$ cat src/bank_param_defines.svh
/*
  Offsets, field positions, reset values and timing constants of the
  bank 0 parameter register bank.
  Assumes inclusion by bare name; definitions only.
*/
`ifndef BANK_PARAM_DEFINES_SVH
`define BANK_PARAM_DEFINES_SVH

`define OFF_VALID          8'h6c
`define OFF_MISC           8'h70
`define OFF_LAT_M1         8'h74
`define OFF_LAT_M2         8'h78
`define OFF_ROW_TIMING     8'h7c
`define REG_RESET          32'h0000_0000
`define VALID_RESET        1'b0

`define VALID_BIT          0
`define MISC_MASK          32'h00ff_ffff
`define LAT_M1_MASK        32'hff00_0000
`define LAT_M2_MASK        32'hff00_ff00
`define ROW_MASK           32'h00ff_ff00
`define VALID_MASK         32'h0000_0001

`define CAS_FIELD          23:16
`define LBANK_FIELD        15:8
`define BURST_FIELD        7:0
`define LAT_M1_FIELD       31:24
`define PRECHARGE_FIELD    31:24
`define LAT_M2_FIELD       15:8
`define ACTIVE_FIELD       23:16
`define RCD_FIELD          15:8
`define NIB_WHOLE          7:4
`define NIB_TENTH          3:0

`define PS_PER_NS          16'h03e8
`define PS_PER_TENTH       16'h0064
`define PS_PER_QUARTER     16'h00fa
`define CLK_PERIOD_PS      32'h0000_2710
`define CLK_PERIOD_NS      32'h0000_000a

`endif

$ cat src/bank_param_pkg.sv
/*
  Types shared by the bank 0 parameter register bank.
  Assumes bank_param_defines.svh is included first by users needing offsets.
*/
package bank_param_pkg;

  typedef struct packed {
    logic [7:0] supported_cas_latency_mask;
    logic [7:0] logical_bank_count;
    logic [7:0] burst_length_mask;
    logic [7:0] cycle_time_latency_minus1;
    logic [7:0] cycle_time_latency_minus2;
    logic [7:0] row_precharge_min;
    logic [7:0] row_active_min;
    logic [7:0] row_to_column_delay;
  } bank_params_t;

  typedef struct packed {
    logic [7:0] row_precharge_cycles;
    logic [7:0] row_active_cycles;
    logic [7:0] row_to_column_cycles;
    logic [15:0] cycle_latency_minus1_ps;
    logic [15:0] cycle_latency_minus2_ps;
  } bank_timing_t;

  typedef enum logic [1:0] {
    ROW_IDLE,
    ROW_OPEN,
    ROW_PRECHARGE
  } row_state_t;

endpackage

$ cat src/bank_param_regs.sv
/*
  Bank 0 memory parameter registers on APB, with row timing enforcement
  and compatibility check derived from the stored fields.
  Assumes an APB master on pclk; the controller drives activate,
  column and precharge requests synchronous to pclk.
  Read data is captured in the setup phase, so there are no wait states.
*/
// Design decision made here: the APB slave port.
`timescale 1ns/100ps
`default_nettype none
`include "bank_param_defines.svh"

module bank_param_regs
  import bank_param_pkg::*;
#(
  parameter int unsigned ADDR_W = 8
) (
  // Clock and reset
  input  wire logic              pclk,
  input  wire logic              presetn,
  // APB slave
  input  wire logic              psel,
  input  wire logic              penable,
  input  wire logic              pwrite,
  input  wire logic [ADDR_W-1:0] paddr,
  input  wire logic [31:0]       pwdata,
  output logic      [31:0]       prdata,
  output logic                   pready,
  output logic                   pslverr,
  // Controller requests
  input  wire logic              activate_req,
  input  wire logic              column_req,
  input  wire logic              precharge_req,
  input  wire logic [7:0]        want_burst_mask,
  input  wire logic [7:0]        want_cas_mask,
  // Controller grants and status
  output logic                   activate_ok,
  output logic                   column_ok,
  output logic                   precharge_ok,
  output logic                   bank0_compatible,
  output logic                   bank0_active,
  output logic [7:0]             bank0_logical_banks,
  output var bank_timing_t       bank0_timing
);

  logic [31:0]  misc_q;
  logic [31:0]  lat_m1_q;
  logic [31:0]  lat_m2_q;
  logic [31:0]  row_q;
  logic         bank0_config_valid_q;
  logic [31:0]  rdata_d;
  logic         hit_d;
  logic         wr_en;
  logic         rd_en;
  bank_params_t params;
  bank_timing_t timing_d;
  row_state_t   row_state_q;
  logic [7:0]   active_cnt_q;
  logic [7:0]   rcd_cnt_q;
  logic [7:0]   rp_cnt_q;
  logic         compat_q;
  logic         col_gate;
  logic         pre_gate;
  logic         act_gate;

  // Zero-wait APB slave
  assign pready = 1'b1;
  assign wr_en  = psel && penable && pwrite;
  assign rd_en  = psel && !penable && !pwrite;

  // Address match against one register offset
  function automatic logic reg_sel(input logic [ADDR_W-1:0] a, input logic [7:0] off);
    return a == ADDR_W'(off);
  endfunction

  // Any mapped offset
  function automatic logic decode_hit(input logic [ADDR_W-1:0] a);
    return reg_sel(a, `OFF_VALID) ||
           reg_sel(a, `OFF_MISC) ||
           reg_sel(a, `OFF_LAT_M1) ||
           reg_sel(a, `OFF_LAT_M2) ||
           reg_sel(a, `OFF_ROW_TIMING);
  endfunction

  assign hit_d = decode_hit(paddr);

  // Never an error: unmapped reads return zero
  always_ff @(posedge pclk or negedge presetn) begin
    if (!presetn) begin
      pslverr <= 1'b0;
    end else begin
      pslverr <= 1'b0;
    end
  end

  // Register writes; reserved bits masked off
  always_ff @(posedge pclk or negedge presetn) begin
    if (!presetn) begin
      misc_q <= `REG_RESET;
    end else if (wr_en && reg_sel(paddr, `OFF_MISC)) begin
      misc_q <= pwdata & `MISC_MASK;
    end
  end

  always_ff @(posedge pclk or negedge presetn) begin
    if (!presetn) begin
      lat_m1_q <= `REG_RESET;
    end else if (wr_en && reg_sel(paddr, `OFF_LAT_M1)) begin
      lat_m1_q <= pwdata & `LAT_M1_MASK;
    end
  end

  always_ff @(posedge pclk or negedge presetn) begin
    if (!presetn) begin
      lat_m2_q <= `REG_RESET;
    end else if (wr_en && reg_sel(paddr, `OFF_LAT_M2)) begin
      lat_m2_q <= pwdata & `LAT_M2_MASK;
    end
  end

  always_ff @(posedge pclk or negedge presetn) begin
    if (!presetn) begin
      row_q <= `REG_RESET;
    end else if (wr_en && reg_sel(paddr, `OFF_ROW_TIMING)) begin
      row_q <= pwdata & `ROW_MASK;
    end
  end

  // Valid bit gates every field below
  always_ff @(posedge pclk or negedge presetn) begin
    if (!presetn) begin
      bank0_config_valid_q <= `VALID_RESET;
    end else if (wr_en && reg_sel(paddr, `OFF_VALID)) begin
      bank0_config_valid_q <= pwdata[`VALID_BIT];
    end
  end

  // Read mux; unmapped offsets read zero
  always_comb begin
    rdata_d = 32'h0000_0000;
    unique case (paddr)
      ADDR_W'(`OFF_MISC):       rdata_d = misc_q;
      ADDR_W'(`OFF_LAT_M1):     rdata_d = lat_m1_q;
      ADDR_W'(`OFF_LAT_M2):     rdata_d = lat_m2_q;
      ADDR_W'(`OFF_ROW_TIMING): rdata_d = row_q;
      ADDR_W'(`OFF_VALID):      rdata_d = {31'h0, bank0_config_valid_q} & `VALID_MASK;
      default:                  rdata_d = 32'h0000_0000;
    endcase
  end

  // Read data registered at the end of the setup phase, so it
  // stands from a flop through the whole access phase
  always_ff @(posedge pclk or negedge presetn) begin
    if (!presetn) begin
      prdata <= `REG_RESET;
    end else if (rd_en && hit_d) begin
      prdata <= rdata_d;
    end else begin
      prdata <= `REG_RESET;
    end
  end

  // Field extraction, gated by the valid bit
  always_comb begin
    params = '0;
    if (bank0_config_valid_q) begin
      params.supported_cas_latency_mask = misc_q[`CAS_FIELD];
      params.logical_bank_count         = misc_q[`LBANK_FIELD];
      params.burst_length_mask          = misc_q[`BURST_FIELD];
      params.cycle_time_latency_minus1  = lat_m1_q[`LAT_M1_FIELD];
      params.row_precharge_min          = lat_m2_q[`PRECHARGE_FIELD];
      params.cycle_time_latency_minus2  = lat_m2_q[`LAT_M2_FIELD];
      params.row_active_min             = row_q[`ACTIVE_FIELD];
      params.row_to_column_delay        = row_q[`RCD_FIELD];
    end
  end

  // Field to timing conversion
  bank_timing_decode u_decode (
    .params (params),
    .timing (timing_d)
  );

  // Derived timing, cleared while bank 0 is not valid
  always_ff @(posedge pclk or negedge presetn) begin
    if (!presetn) begin
      bank0_timing <= '0;
    end else if (bank0_config_valid_q) begin
      bank0_timing <= timing_d;
    end else begin
      bank0_timing <= '0;
    end
  end

  // Logical bank count seen by the controller
  always_ff @(posedge pclk or negedge presetn) begin
    if (!presetn) begin
      bank0_logical_banks <= 8'h00;
    end else begin
      bank0_logical_banks <= params.logical_bank_count;
    end
  end

  // True when every wanted bit is also offered
  function automatic logic mask_covered(input logic [7:0] want, input logic [7:0] have);
    return (want & ~have) == 8'h00;
  endfunction

  // Every wanted burst length and latency must be supported
  always_ff @(posedge pclk or negedge presetn) begin
    if (!presetn) begin
      compat_q <= 1'b0;
    end else begin
      compat_q <= bank0_config_valid_q &&
                  mask_covered(want_burst_mask, params.burst_length_mask) &&
                  mask_covered(want_cas_mask, params.supported_cas_latency_mask);
    end
  end
  assign bank0_compatible = compat_q;

  // Row timing guard; grants are combinational, so a request
  // is taken at the edge that ends its granted cycle
  assign act_gate = bank0_config_valid_q && (row_state_q == ROW_IDLE);
  assign col_gate = (row_state_q == ROW_OPEN) && (rcd_cnt_q == 8'h00);
  assign pre_gate = (row_state_q == ROW_OPEN) && (active_cnt_q == 8'h00);
  assign activate_ok  = act_gate;
  assign column_ok    = col_gate;
  assign precharge_ok = pre_gate;
  assign bank0_active = (row_state_q == ROW_OPEN);

  // Row state: idle, open, then precharge for the loaded count
  always_ff @(posedge pclk or negedge presetn) begin
    if (!presetn) begin
      row_state_q <= ROW_IDLE;
    end else begin
      unique case (row_state_q)
        ROW_IDLE: begin
          if (activate_req && act_gate) begin
            row_state_q <= ROW_OPEN;
          end
        end
        ROW_OPEN: begin
          if (precharge_req && pre_gate) begin
            row_state_q <= ROW_PRECHARGE;
          end
        end
        ROW_PRECHARGE: begin
          // Stays for the full precharge count
          if (rp_cnt_q <= 8'h01) begin
            row_state_q <= ROW_IDLE;
          end
        end
        default: begin
          row_state_q <= ROW_IDLE;
        end
      endcase
    end
  end

  // Cycles left before precharge is allowed
  always_ff @(posedge pclk or negedge presetn) begin
    if (!presetn) begin
      active_cnt_q <= 8'h00;
    end else if (row_state_q == ROW_IDLE && activate_req && act_gate) begin
      active_cnt_q <= timing_d.row_active_cycles - 8'h01;
    end else if (active_cnt_q != 8'h00) begin
      active_cnt_q <= active_cnt_q - 8'h01;
    end
  end

  // Cycles left before a column access is allowed
  always_ff @(posedge pclk or negedge presetn) begin
    if (!presetn) begin
      rcd_cnt_q <= 8'h00;
    end else if (row_state_q == ROW_IDLE && activate_req && act_gate) begin
      rcd_cnt_q <= timing_d.row_to_column_cycles - 8'h01;
    end else if (rcd_cnt_q != 8'h00) begin
      rcd_cnt_q <= rcd_cnt_q - 8'h01;
    end
  end

  // Precharge countdown, loaded in full when the row closes
  always_ff @(posedge pclk or negedge presetn) begin
    if (!presetn) begin
      rp_cnt_q <= 8'h00;
    end else if (row_state_q == ROW_OPEN && precharge_req && pre_gate) begin
      rp_cnt_q <= timing_d.row_precharge_cycles;
    end else if (rp_cnt_q != 8'h00) begin
      rp_cnt_q <= rp_cnt_q - 8'h01;
    end
  end

endmodule
`default_nettype wire

$ cat src/bank_timing_decode.sv
/*
  Converts bank 0 parameter fields into clock counts and picoseconds.
  Assumes fields are stable from registers on the same clock.
*/
`timescale 1ns/100ps
`default_nettype none
`include "bank_param_defines.svh"

module bank_timing_decode
  import bank_param_pkg::*;
(
  // Fields in
  input  wire bank_params_t params,
  // Derived values
  output var bank_timing_t timing
);

  // Whole ns to cycles, rounded up, at least one
  function automatic logic [7:0] ns_to_cycles(input logic [7:0] ns);
    logic [31:0] c;
    c = ({24'h0, ns} + `CLK_PERIOD_NS - 32'h0000_0001) / `CLK_PERIOD_NS;
    if (c == 32'h0000_0000) begin
      c = 32'h0000_0001;
    end
    return c[7:0];
  endfunction

  always_comb begin
    timing.row_precharge_cycles = ns_to_cycles(params.row_precharge_min);
    timing.row_active_cycles    = ns_to_cycles(params.row_active_min);
    timing.row_to_column_cycles = ns_to_cycles(params.row_to_column_delay);
    // Upper nibble whole ns, lower nibble tenths
    timing.cycle_latency_minus1_ps =
      16'(params.cycle_time_latency_minus1[`NIB_WHOLE] * `PS_PER_NS) +
      16'(params.cycle_time_latency_minus1[`NIB_TENTH] * `PS_PER_TENTH);
    // Quarter-ns units
    timing.cycle_latency_minus2_ps =
      16'({8'h0, params.cycle_time_latency_minus2} * `PS_PER_QUARTER);
  end

endmodule
`default_nettype wire

$ cat config.mk
export PLATFORM = sky130hd
export DESIGN_NAME = bank_param_regs
export DESIGN_NICKNAME = d
export VERILOG_FILES = /design/src/bank_param_pkg.sv /design/src/bank_param_regs.sv /design/src/bank_timing_decode.sv
export VERILOG_INCLUDE_DIRS = /design/src
export SDC_FILE = /design/constraint.sdc
export NUM_CORES = 1
export LEC_CHECK = 0
export ABC_AREA = 1
export BUFFER_PORTS_ARGS = -buffer_cell sky130_fd_sc_hd__buf_2
export CORE_ASPECT_RATIO = 0.5
export CORE_MARGIN = 2
export CORE_UTILIZATION = 64
export DETAILED_ROUTE_END_ITERATION = 8
export PLACE_DENSITY_LB_ADDON = 0.2
export SYNTH_ARGS = -nofsm -noshare
export SYNTH_HDL_FRONTEND = slang
export SYNTH_SLANG_ARGS = --single-unit
$ cat constraint.sdc
create_clock -name pclk -period 12.78 [get_ports pclk]
set_input_delay 0.639 -clock pclk [delete_from_list [all_inputs] [get_ports pclk]]
set_output_delay 0.639 -clock pclk [all_outputs]
set_load 0.02 [all_outputs]
# Yosys cells after proc, flatten, opt, wreduce, memory -nomap -nowiden
# Cells that the tools add are included.
[word_totals]
reg_bits = 188
input_bits = 64
output_inout_bits = 103
elab_cells = 109
[classes]
add_sub_neg = 12
mul = 3
div = 3
magnitude_cmp = 1
n_eq_ne = 10
muxes = 17
bitwise = 4
n_reduce_logical = 42
[ops]
columns = ["cell", "count"]
rows = [
  ["one-hot mux 32 bit (5 select lines)", 1],
  ["divider 32 x 4 -> 32 bit, second input constant", 3],
  ["logical NOT 32 bit", 3],
  ["subtractor 32 x 1 -> 32 bit, second input constant", 3],
  ["2-to-1 mux 8 bit", 9],
  ["2-to-1 mux 64 bit", 1],
  ["2-to-1 mux 56 bit", 1],
  ["equality test 8 x 7 -> 1 bit, second input constant", 5],
  ["subtractor 8 x 1 -> 8 bit, second input constant", 5],
  ["logical NOT 8 bit", 4],
  ["2-to-1 mux 32 bit", 1],
  ["adder 8 x 4 -> 9 bit, second input constant", 3],
  ["nonzero test 8 bit", 3],
  ["logical AND 1 bit", 21],
  ["AND 8 bit", 2],
  ["NOT 8 bit", 2],
  ["adder 14 x 11 -> 15 bit", 1],
  ["multiplier 8 x 7 -> 15 bit, second input constant", 1],
  ["multiplier 4 x 7 -> 11 bit, second input constant", 1],
  ["multiplier 4 x 5 -> 9 bit, second input constant", 1],
  ["less-or-equal comparator 8 x 1 -> 1 bit, second input constant", 1],
  ["2-to-1 mux 2 bit", 3],
  ["one-hot mux 2 bit (3 select lines)", 1],
  ["nonzero test 2 bit", 3],
  ["8 further kinds", 13],
]

# Depth between registers and ports, before layout
# Gate-level depths: netlist of the first run.
[depth]
word_depth = 8
mapped_depth = 60
mapped_depth_nobuf = 55

# By module
# Synthesis of the first run repeated with hierarchy kept, for this count alone.
[unflattened]
cells_unflattened = 1622
hier_area_um2 = 12623.4
[modules_own_cells]
columns = ["module", "n_inst", "cells_per_inst", "area_each_um2", "seq_area_each_um2"]
rows = [
  ["bank_param_regs", 1, 997, 8324.2, 4704.5],
  ["bank_timing_decode", 1, 625, 4299.1, 0.0],
]

# Least setup slack after synthesis of the first run
# No wires, ideal clock.
[synth_timing]
kind = "reg2reg"
startpoint = "register bank0_config_valid_q"
endpoint = "register rcd_cnt_q[6]"
setup_time_ns = 0.133
arrival_time_ns = 5.523
required_ns = 12.647
setup_slack_ns = 7.124
path_stages_with_launch = 55
n_path_buf = 5
period_less_slack_ns = 5.656
path_cell_list = "dfrtp_1 > buf_6 > buf_12 > buf_8 > clkbuf_1 > buf_1 > nand2_1 > inv_1 > ha_1 > inv_1 > nand2_1 > nor2_1 > nand4_2 > inv_1 > nand2_1 > nor2_1 > ha_1 > inv_1 > (+19 left out) > nand2_2 > nand2_2 > o21ai_1 > inv_2 > nand2_2 > nand2_1 > nand2_1 > nand4_1 > nand2_2 > nand2_1 > inv_1 > ha_1 > inv_1 > nor2_1 > nand2_1 > nor2_1 > xor2_1 > nor2_1"
[synth_via]
elab_chain_len = 8
word_cells_on_any_way = 11
cone_classes = "add/sub (3); div (1); mux (3); reduce/logical (4)"
[synth_lines]
columns = ["element", "line_no", "source"]
rows = [
  ["start: declaration", "bank_param_regs.sv:50", "logic bank0_config_valid_q;"],
  ["start signal: assignment", "bank_param_regs.sv:132", "bank0_config_valid_q <= `VALID_RESET;"],
  ["start signal: assignment", "bank_param_regs.sv:134", "bank0_config_valid_q <= pwdata[`VALID_BIT];"],
  ["2-to-1 mux 64 bit", "bank_param_regs.sv:166", "if (bank0_config_valid_q) begin"],
  ["adder 8 x 4 -> 9 bit (no source line)", "n/a", ""],
  ["subtractor 32 x 1 -> 32 bit", "bank_timing_decode.sv:21", "c = ({24'h0, ns} + `CLK_PERIOD_NS - 32'h0000_0001) / `CLK_PERIOD_NS;"],
  ["divider 32 x 4 -> 32 bit (no source line)", "n/a", ""],
  ["logical NOT 32 bit", "bank_timing_decode.sv:22", "if (c == 32'h0000_0000) begin"],
  ["2-to-1 mux 8 bit", "bank_timing_decode.sv:22", ""],
  ["subtractor 8 x 1 -> 8 bit", "bank_param_regs.sv:276", "rcd_cnt_q <= timing_d.row_to_column_cycles - 8'h01;"],
  ["2-to-1 mux 8 bit", "bank_param_regs.sv:275", "end else if (row_state_q == ROW_IDLE && activate_req && act_gate) begin"],
  ["end signal: assignment", "bank_param_regs.sv:276", ""],
  ["end signal: assignment", "bank_param_regs.sv:278", "rcd_cnt_q <= rcd_cnt_q - 8'h01;"],
  ["end: declaration", "bank_param_regs.sv:59", "logic [7:0] rcd_cnt_q;"],
]
# Parallel ways exist; a longest one is shown, timed or not.
# A chain may end at the register's enable or synchronous reset.

# Worst setup path in the final report of the first run
# Same ends and word-level chain as after synthesis.

==> out/metrics.cfg, run 1 <==
[grt]
antenna_found_initial=0
grt_pass1_wl_mm=50.98
grt_overflow_total=0
grt_pass1_vias=11010
grt_start_max_net_pins=108
grt.total_usage=0.3000

[routing]
drt_iter0_drc=689
viasPerCell=5.327
drtAntennaViolNets=0
route.vias.total=11070
detail_route.wl_per_cell_um=14.54
drc_errors=0
wirelength_mm=30.21
dr.pass1.iters=5

[power_and_ir_drop]
power_leakage_nw=8.357
ir_drop_mv=0.08955
combPwrFrac=0.148
switching_power_uw=380.9
p_int_uw=988.0
p_clk_frac=0.380
swShare=0.2783
power_density_nw_per_um2=96.03
seq_power_share=0.473

[timing]
final-max-slew-violation-count=0
finalClockSkew_ns=0.009715
post-route-period-util=0.5491
whs_ns=0.2948
worst_pin_slew_ns=1.144
tns_ns=0
finalHoldViolations=0
maxSlewHeadroom=0.2354
rsz0062_at_grt=false
fmax_ghz=0.1425
period_needed_ns=7.018
setup_viol=0

[finish]
multi_input_area_um2=6777
diodes=0
fillers=1545
fin_nets=1983
layout-drive-gt1-share=0.1898
seqCellArea_um2=4606
postLayoutCellArea_um2=14250
area_growth_pct=12.35

[clocking]
cts-hold-fix-buffers=0
cts.sinks=184
cts.clk_slew.worst_paths_ns=0.07
cts_tree=yes
post_cts_buffers=0
cts.repair.resized=0
cts-root-buf=clkbuf_16
clock_latency_ns=0.45
clk_path_buf_depth=2
numCtsBuffers=17
htree_levels=4

[floorplanning]
initial_core_util=0.6521
row_count=36
core_um2=19460
io-pin-count=167
fp.dieW_um=203.1
die_h_um=103.6
dieArea_um2=21040

[setup_path]
critical_path.most_common_cell=nand2_1
crit_path_max_fanout=42
start_kind=flip-flop
critPathArrivalTime_ns=7.33
slowest_stage=dfrtp_2
cp_data_required_time_ns=13.09
path_class=reg -> reg
critPathMaxStageDelay_ns=0.89
r2r_slack_ns=5.76
endpoint_kind=flip-flop

[place]
gp_congestion=0.9012
detailedPlacementHpwl_mm=22.46
port-buffer-count=159
dpl_cell_area_um2=13690

[synth]
syn_area_per_cell_um2=7.690
syn_inst=1650
synth_cell_types=55
synth_top_area_frac=0.3629
synthTopCellsByArea=dfrtp_1 (36%), nand2_1 (12%), ha_1 (8.6%), inv_1 (7.9%), fa_1 (4.9%)
synth_edf_count=0
ys_ff_latch=184
async_flop_share=1.000
synth_area_um2=12690
ys.flop_type=dfrtp_1
synth_largest_area_cell=dfrtp_1
yosysWarnings=0
yosysSeqAreaShare=0.3629

[run]
maxCapViolCount=0

[status]
status=finished clean

[hold_path]
hold_path.class=in -> async

-- routing by layer --
metal,part of all wire,global-route usage,vias to the layer above
met3,0.050,0.05098,69
met1,0.44,0.3944,5237
li1,-,-,5467
met4,0.029,0.1257,0
met2,0.48,0.4951,296
met5,0,0,-
-- flip-flops by register name, indices dropped and copies added, names as in the netlist, 16 cells and up --
register / cells
bank0_timing: 52
lat_m2_q: 16
misc_q: 24
prdata: 32
row_q: 16
-- cells in the final DEF (no fill, tap or decap), drive strengths merged, types with 25 or more instances in the layout --
master and n:
a21oi 63, nand2 465, dfrtp 184, nand4 25, ha 87, buf 164, fa 31, o21ai 114
inv 300, nor2 121, nand3 103
-- layout make-up --
cell class,count,area share
multi-input cells,1132,0.4754
inverters,301,0.07926
clock buffers,20,0.03063
repair buffers,165,0.05960
flip-flops and latches,184,0.3231
clock inverters,10,0.008690
well taps,266,0.02335
-- power groups by stage --
stage / registers, mW / clock network, mW / logic [mW]
final: 0.647 / 0.520 / 0.202
after detailed placement: 0.656 / 0 / 0.201
after floorplan: 0.649 / 0 / 0.149
after CTS: 0.646 / 0.524 / 0.202
after global routing: 0.651 / 0.546 / 0.235
after global placement: 0.656 / 0 / 0.195
-- worst max-delay path, delay by kind of cell, from the launching register on --
kind,cells,cell delay (ns)
adder cells (fa/ha/maj),3,0.62
flip-flops,1,0.89
AND/OR/NAND/NOR,37,3.59
XOR/XNOR,1,0.16
AO/OA/AOI/OAI,2,0.23
buffers and inverters,9,1.28
-- final timing paths --
kind	start	endpoint	cells past startpoint
setup / recovery	bank0_config_valid_q	rcd_cnt_q[6]	52
hold / removal	presetn	rp_cnt_q[0]	1
setup reg to reg	bank0_config_valid_q	rcd_cnt_q[6]	52
hold reg to reg	misc_q[8]	bank0_logical_banks[0]	2
max in group asynchronous	presetn	bank0_config_valid_q	2
min in group pclk	want_cas_mask[1]	bank0_compatible	2
-- kinds of logic (layout without fill, tap and decap cells) --
| logic type | Yosys count | count (layout) | synth area share |
|---|---|---|---|
| simple gates | 754 | 754 | 0.2720 |
| compound gates | 211 | 211 | 0.09289 |
| mux | 4 | 4 | 0.003550 |
| xor+xnor | 39 | 39 | 0.02870 |
| flops | 184 | 184 | 0.3629 |
| other cells | 2 | 6 | 0.0005919 |
| buf+inv | 338 | 496 | 0.1047 |
| fa+ha+maj | 118 | 118 | 0.1347 |
-- stage by stage --
step                      total power, mW  setup WS [ns]  instances  utilization
after global routing                1.433          4.922       2078       0.7326
after global placement             0.8509          6.185       2048       0.7038
after CTS                           1.372          5.780       2078       0.7326
after detailed placement           0.8573          5.863       2048       0.7038
after floorplan                    0.7983          7.124       1654            -
final                               1.369          5.762       2078       0.7326
-- synth_stat cells (all sizes together), types with 2 or more instances --
cell and count:
or2 10, dfrtp 184, clkbuf 21, nor2 121, inv 298, xor2 21, xnor2 18, nand2 465
nand4 25, nor3 20, clkinv 3, nand3 103, mux2 4, a21oi 63, a221oi 4, buf 16
a22o 2, and2 2, fa 31, conb 2, a31oi 7, ha 87, o211ai 6, o21ai 114
nor4 6, o22ai 4, o21bai 4
Note: power is estimated with default switching activity, not from simulation.
==> run 2, diff against run 1 <==
--- a/config.mk
+++ b/config.mk
@@ -10,7 +10,7 @@
 export BUFFER_PORTS_ARGS = -buffer_cell sky130_fd_sc_hd__buf_2
 export CORE_ASPECT_RATIO = 0.5
 export CORE_MARGIN = 2
-export CORE_UTILIZATION = 64
+export CORE_UTILIZATION = 54
 export DETAILED_ROUTE_END_ITERATION = 8
 export PLACE_DENSITY_LB_ADDON = 0.2
 export SYNTH_ARGS = -nofsm -noshare
==> constraint.sdc (replaced) <==
create_clock -name pclk -period 6.4 [get_ports pclk]
set_input_delay 0.32 -clock pclk [delete_from_list [all_inputs] [get_ports pclk]]
set_output_delay 0.32 -clock pclk [all_outputs]
set_load 0.02 [all_outputs]
==> run 2 against run 1 <==
  * Worst hold slack worse by 0.23 ns
  * Sequential share of layout area down 0.25 points
  * First-iteration DRC count up 9.4%
  * Final cell count up 2.4%
  * Largest power group unchanged
  * Combinational power up 100%
  * Critical endpoint unchanged
  * Utilization down 11 points
  * Flip-flop and latch count unchanged
  * Worst setup slack worse by 5.1 ns
  * Die area up 18%
==> out/metrics.cfg, run 2 (synthesis results as in run 1) <==
[status]
status=finished clean

[place]
port-buffer-count=159  ; unchanged
gp_congestion=0.8517  ; -5.5%
detailedPlacementHpwl_mm=21.25  ; -5.4%

[floorplanning]
dieArea_um2=24810  ; +18%
die_h_um=112.4  ; +8.5%
row_count=39  ; +8.3%
initial_core_util=0.5532  ; -0.09882
io-pin-count=167  ; unchanged
fp.dieW_um=220.8  ; +8.7%
core_um2=22930  ; +18%

[timing]
setup_viol=0  ; unchanged
finalClockSkew_ns=0.01033  ; +0.0006190 ns
whs_ns=0.06079  ; -0.2340 ns
final-max-slew-violation-count=0  ; unchanged
tns_ns=0  ; unchanged
fmax_ghz=0.1737  ; +22%
rsz0062_at_grt=false
period_needed_ns=5.756  ; -1.262 ns
finalHoldViolations=0  ; unchanged
worst_pin_slew_ns=1.196  ; +0.05204 ns
maxSlewHeadroom=0.2006  ; -0.03478
post-route-period-util=0.8993  ; +0.3502

[finish]
largest_reg_flops=52  ; unchanged
seqCellArea_um2=4608  ; about the same
diodes=0  ; unchanged
fillers=2068  ; +34%
top_register=bank0_timing
layout-drive-gt1-share=0.1940  ; +0.004111
final_core_util=0.6267  ; -0.1058
final_common_cell=nand2_1
area_growth_pct=13.28
final_cell_mix=nand2_1 (401), inv_1 (268), dfrtp_1 (183)
multi_input_area_um2=6779  ; about the same
reg_top3=bank0_timing x52, prdata x32, misc_q x24
fin_nets=1989  ; +0.30%

[routing]
viasPerCell=5.075  ; -4.7%
drc_errors=0  ; unchanged
detail_route.wl_per_cell_um=13.30  ; -8.6%
drt_iter0_drc=754  ; +9.4%
wirelength_mm=28.28  ; -6.4%
route.vias.total=10790  ; -2.5%
dr.pass1.iters=6  ; +1
drtAntennaViolNets=0  ; unchanged

[clocking]
numCtsBuffers=17  ; unchanged
cts_tree=yes
htree_levels=4  ; unchanged
cts.sinks=184  ; unchanged
clk_path_buf_depth=2  ; unchanged
cts.clk_slew.worst_paths_ns=0.07  ; about the same
clock_latency_ns=0.45  ; about the same
cts-root-buf=clkbuf_16

[setup_path]
crit_path_max_fanout=8  ; -81%
critPathMaxStageDelay_ns=0.53  ; -0.36 ns
slowest_stage=dfrtp_4
path_class=reg -> reg
start_kind=flip-flop
critical_path.most_common_cell=nand2_1
endpoint_kind=flip-flop
critPathArrivalTime_ns=6.07  ; -1.26 ns
cp_data_required_time_ns=6.71  ; -6.38 ns

[grt]
gr-usage-met2=0.3765  ; -0.1186
grt_overflow_total=0  ; unchanged
use_met1=0.3497  ; -0.04467
grt.busiest_layer=met2
grt_pass1_wl_mm=47.80  ; -6.2%
grt_start_max_net_pins=76  ; -30%
antenna_found_initial=0  ; unchanged
met3_usage=0.04797  ; -0.003008
grt_pass1_vias=9941  ; -9.7%
grt.total_usage=0.2421  ; -0.05789

[power_and_ir_drop]
power_density_nw_per_um2=191.1  ; +99%
power_leakage_nw=8.401  ; +0.53%
ir_drop_mv=0.1553  ; +73%

[run]
maxCapViolCount=0  ; unchanged

[hold_path]
hold_path.class=in -> reg

-- run 2: final cells by class --
class / instances / share of cell area
Tap cell: 307 / 0.02672
Timing Repair Buffer: 171 / 0.06241
Multi-Input combinational cell: 1132 / 0.4716
Clock buffer: 21 / 0.03203
Clock inverter: 11 / 0.008008
Sequential cell: 184 / 0.3206
Inverter: 301 / 0.07860
-- run 2: critical path, delay by kind of cell, from the launching register on --
family | cells | cell delay (ns)
buffers and inverters | 7 | 0.56
adder cells (fa/ha/maj) | 3 | 0.58
AND/OR/NAND/NOR | 38 | 3.56
flip-flops | 1 | 0.53
AO/OA/AOI/OAI | 2 | 0.23
XOR/XNOR | 1 | 0.15
-- run 2: repair_timing --
item / CTS / global route
setup buffers: 0 / 3
setup endpoints to repair: 0 / 2
hold buffers: 1 / 0
endpoints found under the hold margin: 73 / 0
gates resized for setup: 0 / 2
-- run 2: worst paths after layout --
check	start	end	slack, ns	depth (start not counted)
max	bank0_config_valid_q	rcd_cnt_q[6]	0.64	51
min	want_cas_mask[1]	bank0_compatible	0.06	2
max reg2reg	bank0_config_valid_q	rcd_cnt_q[6]	0.64	51
min reg2reg	misc_q[8]	bank0_logical_banks[0]	0.50	2
max in group asynchronous	presetn	rcd_cnt_q[3]	4.79	3
min in group asynchronous	presetn	bank0_timing[10]	0.44	2
-- run 2: power breakdown --
| part | switching (mW) | total [mW] | internal [mW] |
|---|---|---|---|
| logic | 0.245 | 0.405 | 0.160 |
| registers | 0.0497 | 1.29 | 1.24 |
| clock network | 0.487 | 1.05 | 0.565 |
-- run 2: routing by layer --
layer,wire (um),vias to the layer above
met1,13640,5043
met2,12920,235
met4,427,0
li1,-,5484
met3,1288,32
met5,0,-
-- run 2: metrics by stage --
| stage | worst slack, ns | area (um^2) | total power [mW] | instances |
|---|---|---|---|---|
| floorplan | 0.7437 | 12700 | 1.594 | 1654 |
| global placement | 0.7516 | 13760 | 1.701 | 2091 |
| detailed placement | 0.5998 | 13760 | 1.710 | 2091 |
| CTS | 0.5683 | 14350 | 2.769 | 2124 |
| global route | 0.003134 | 14370 | 2.891 | 2127 |
| finish | 0.6444 | 14370 | 2.747 | 2127 |
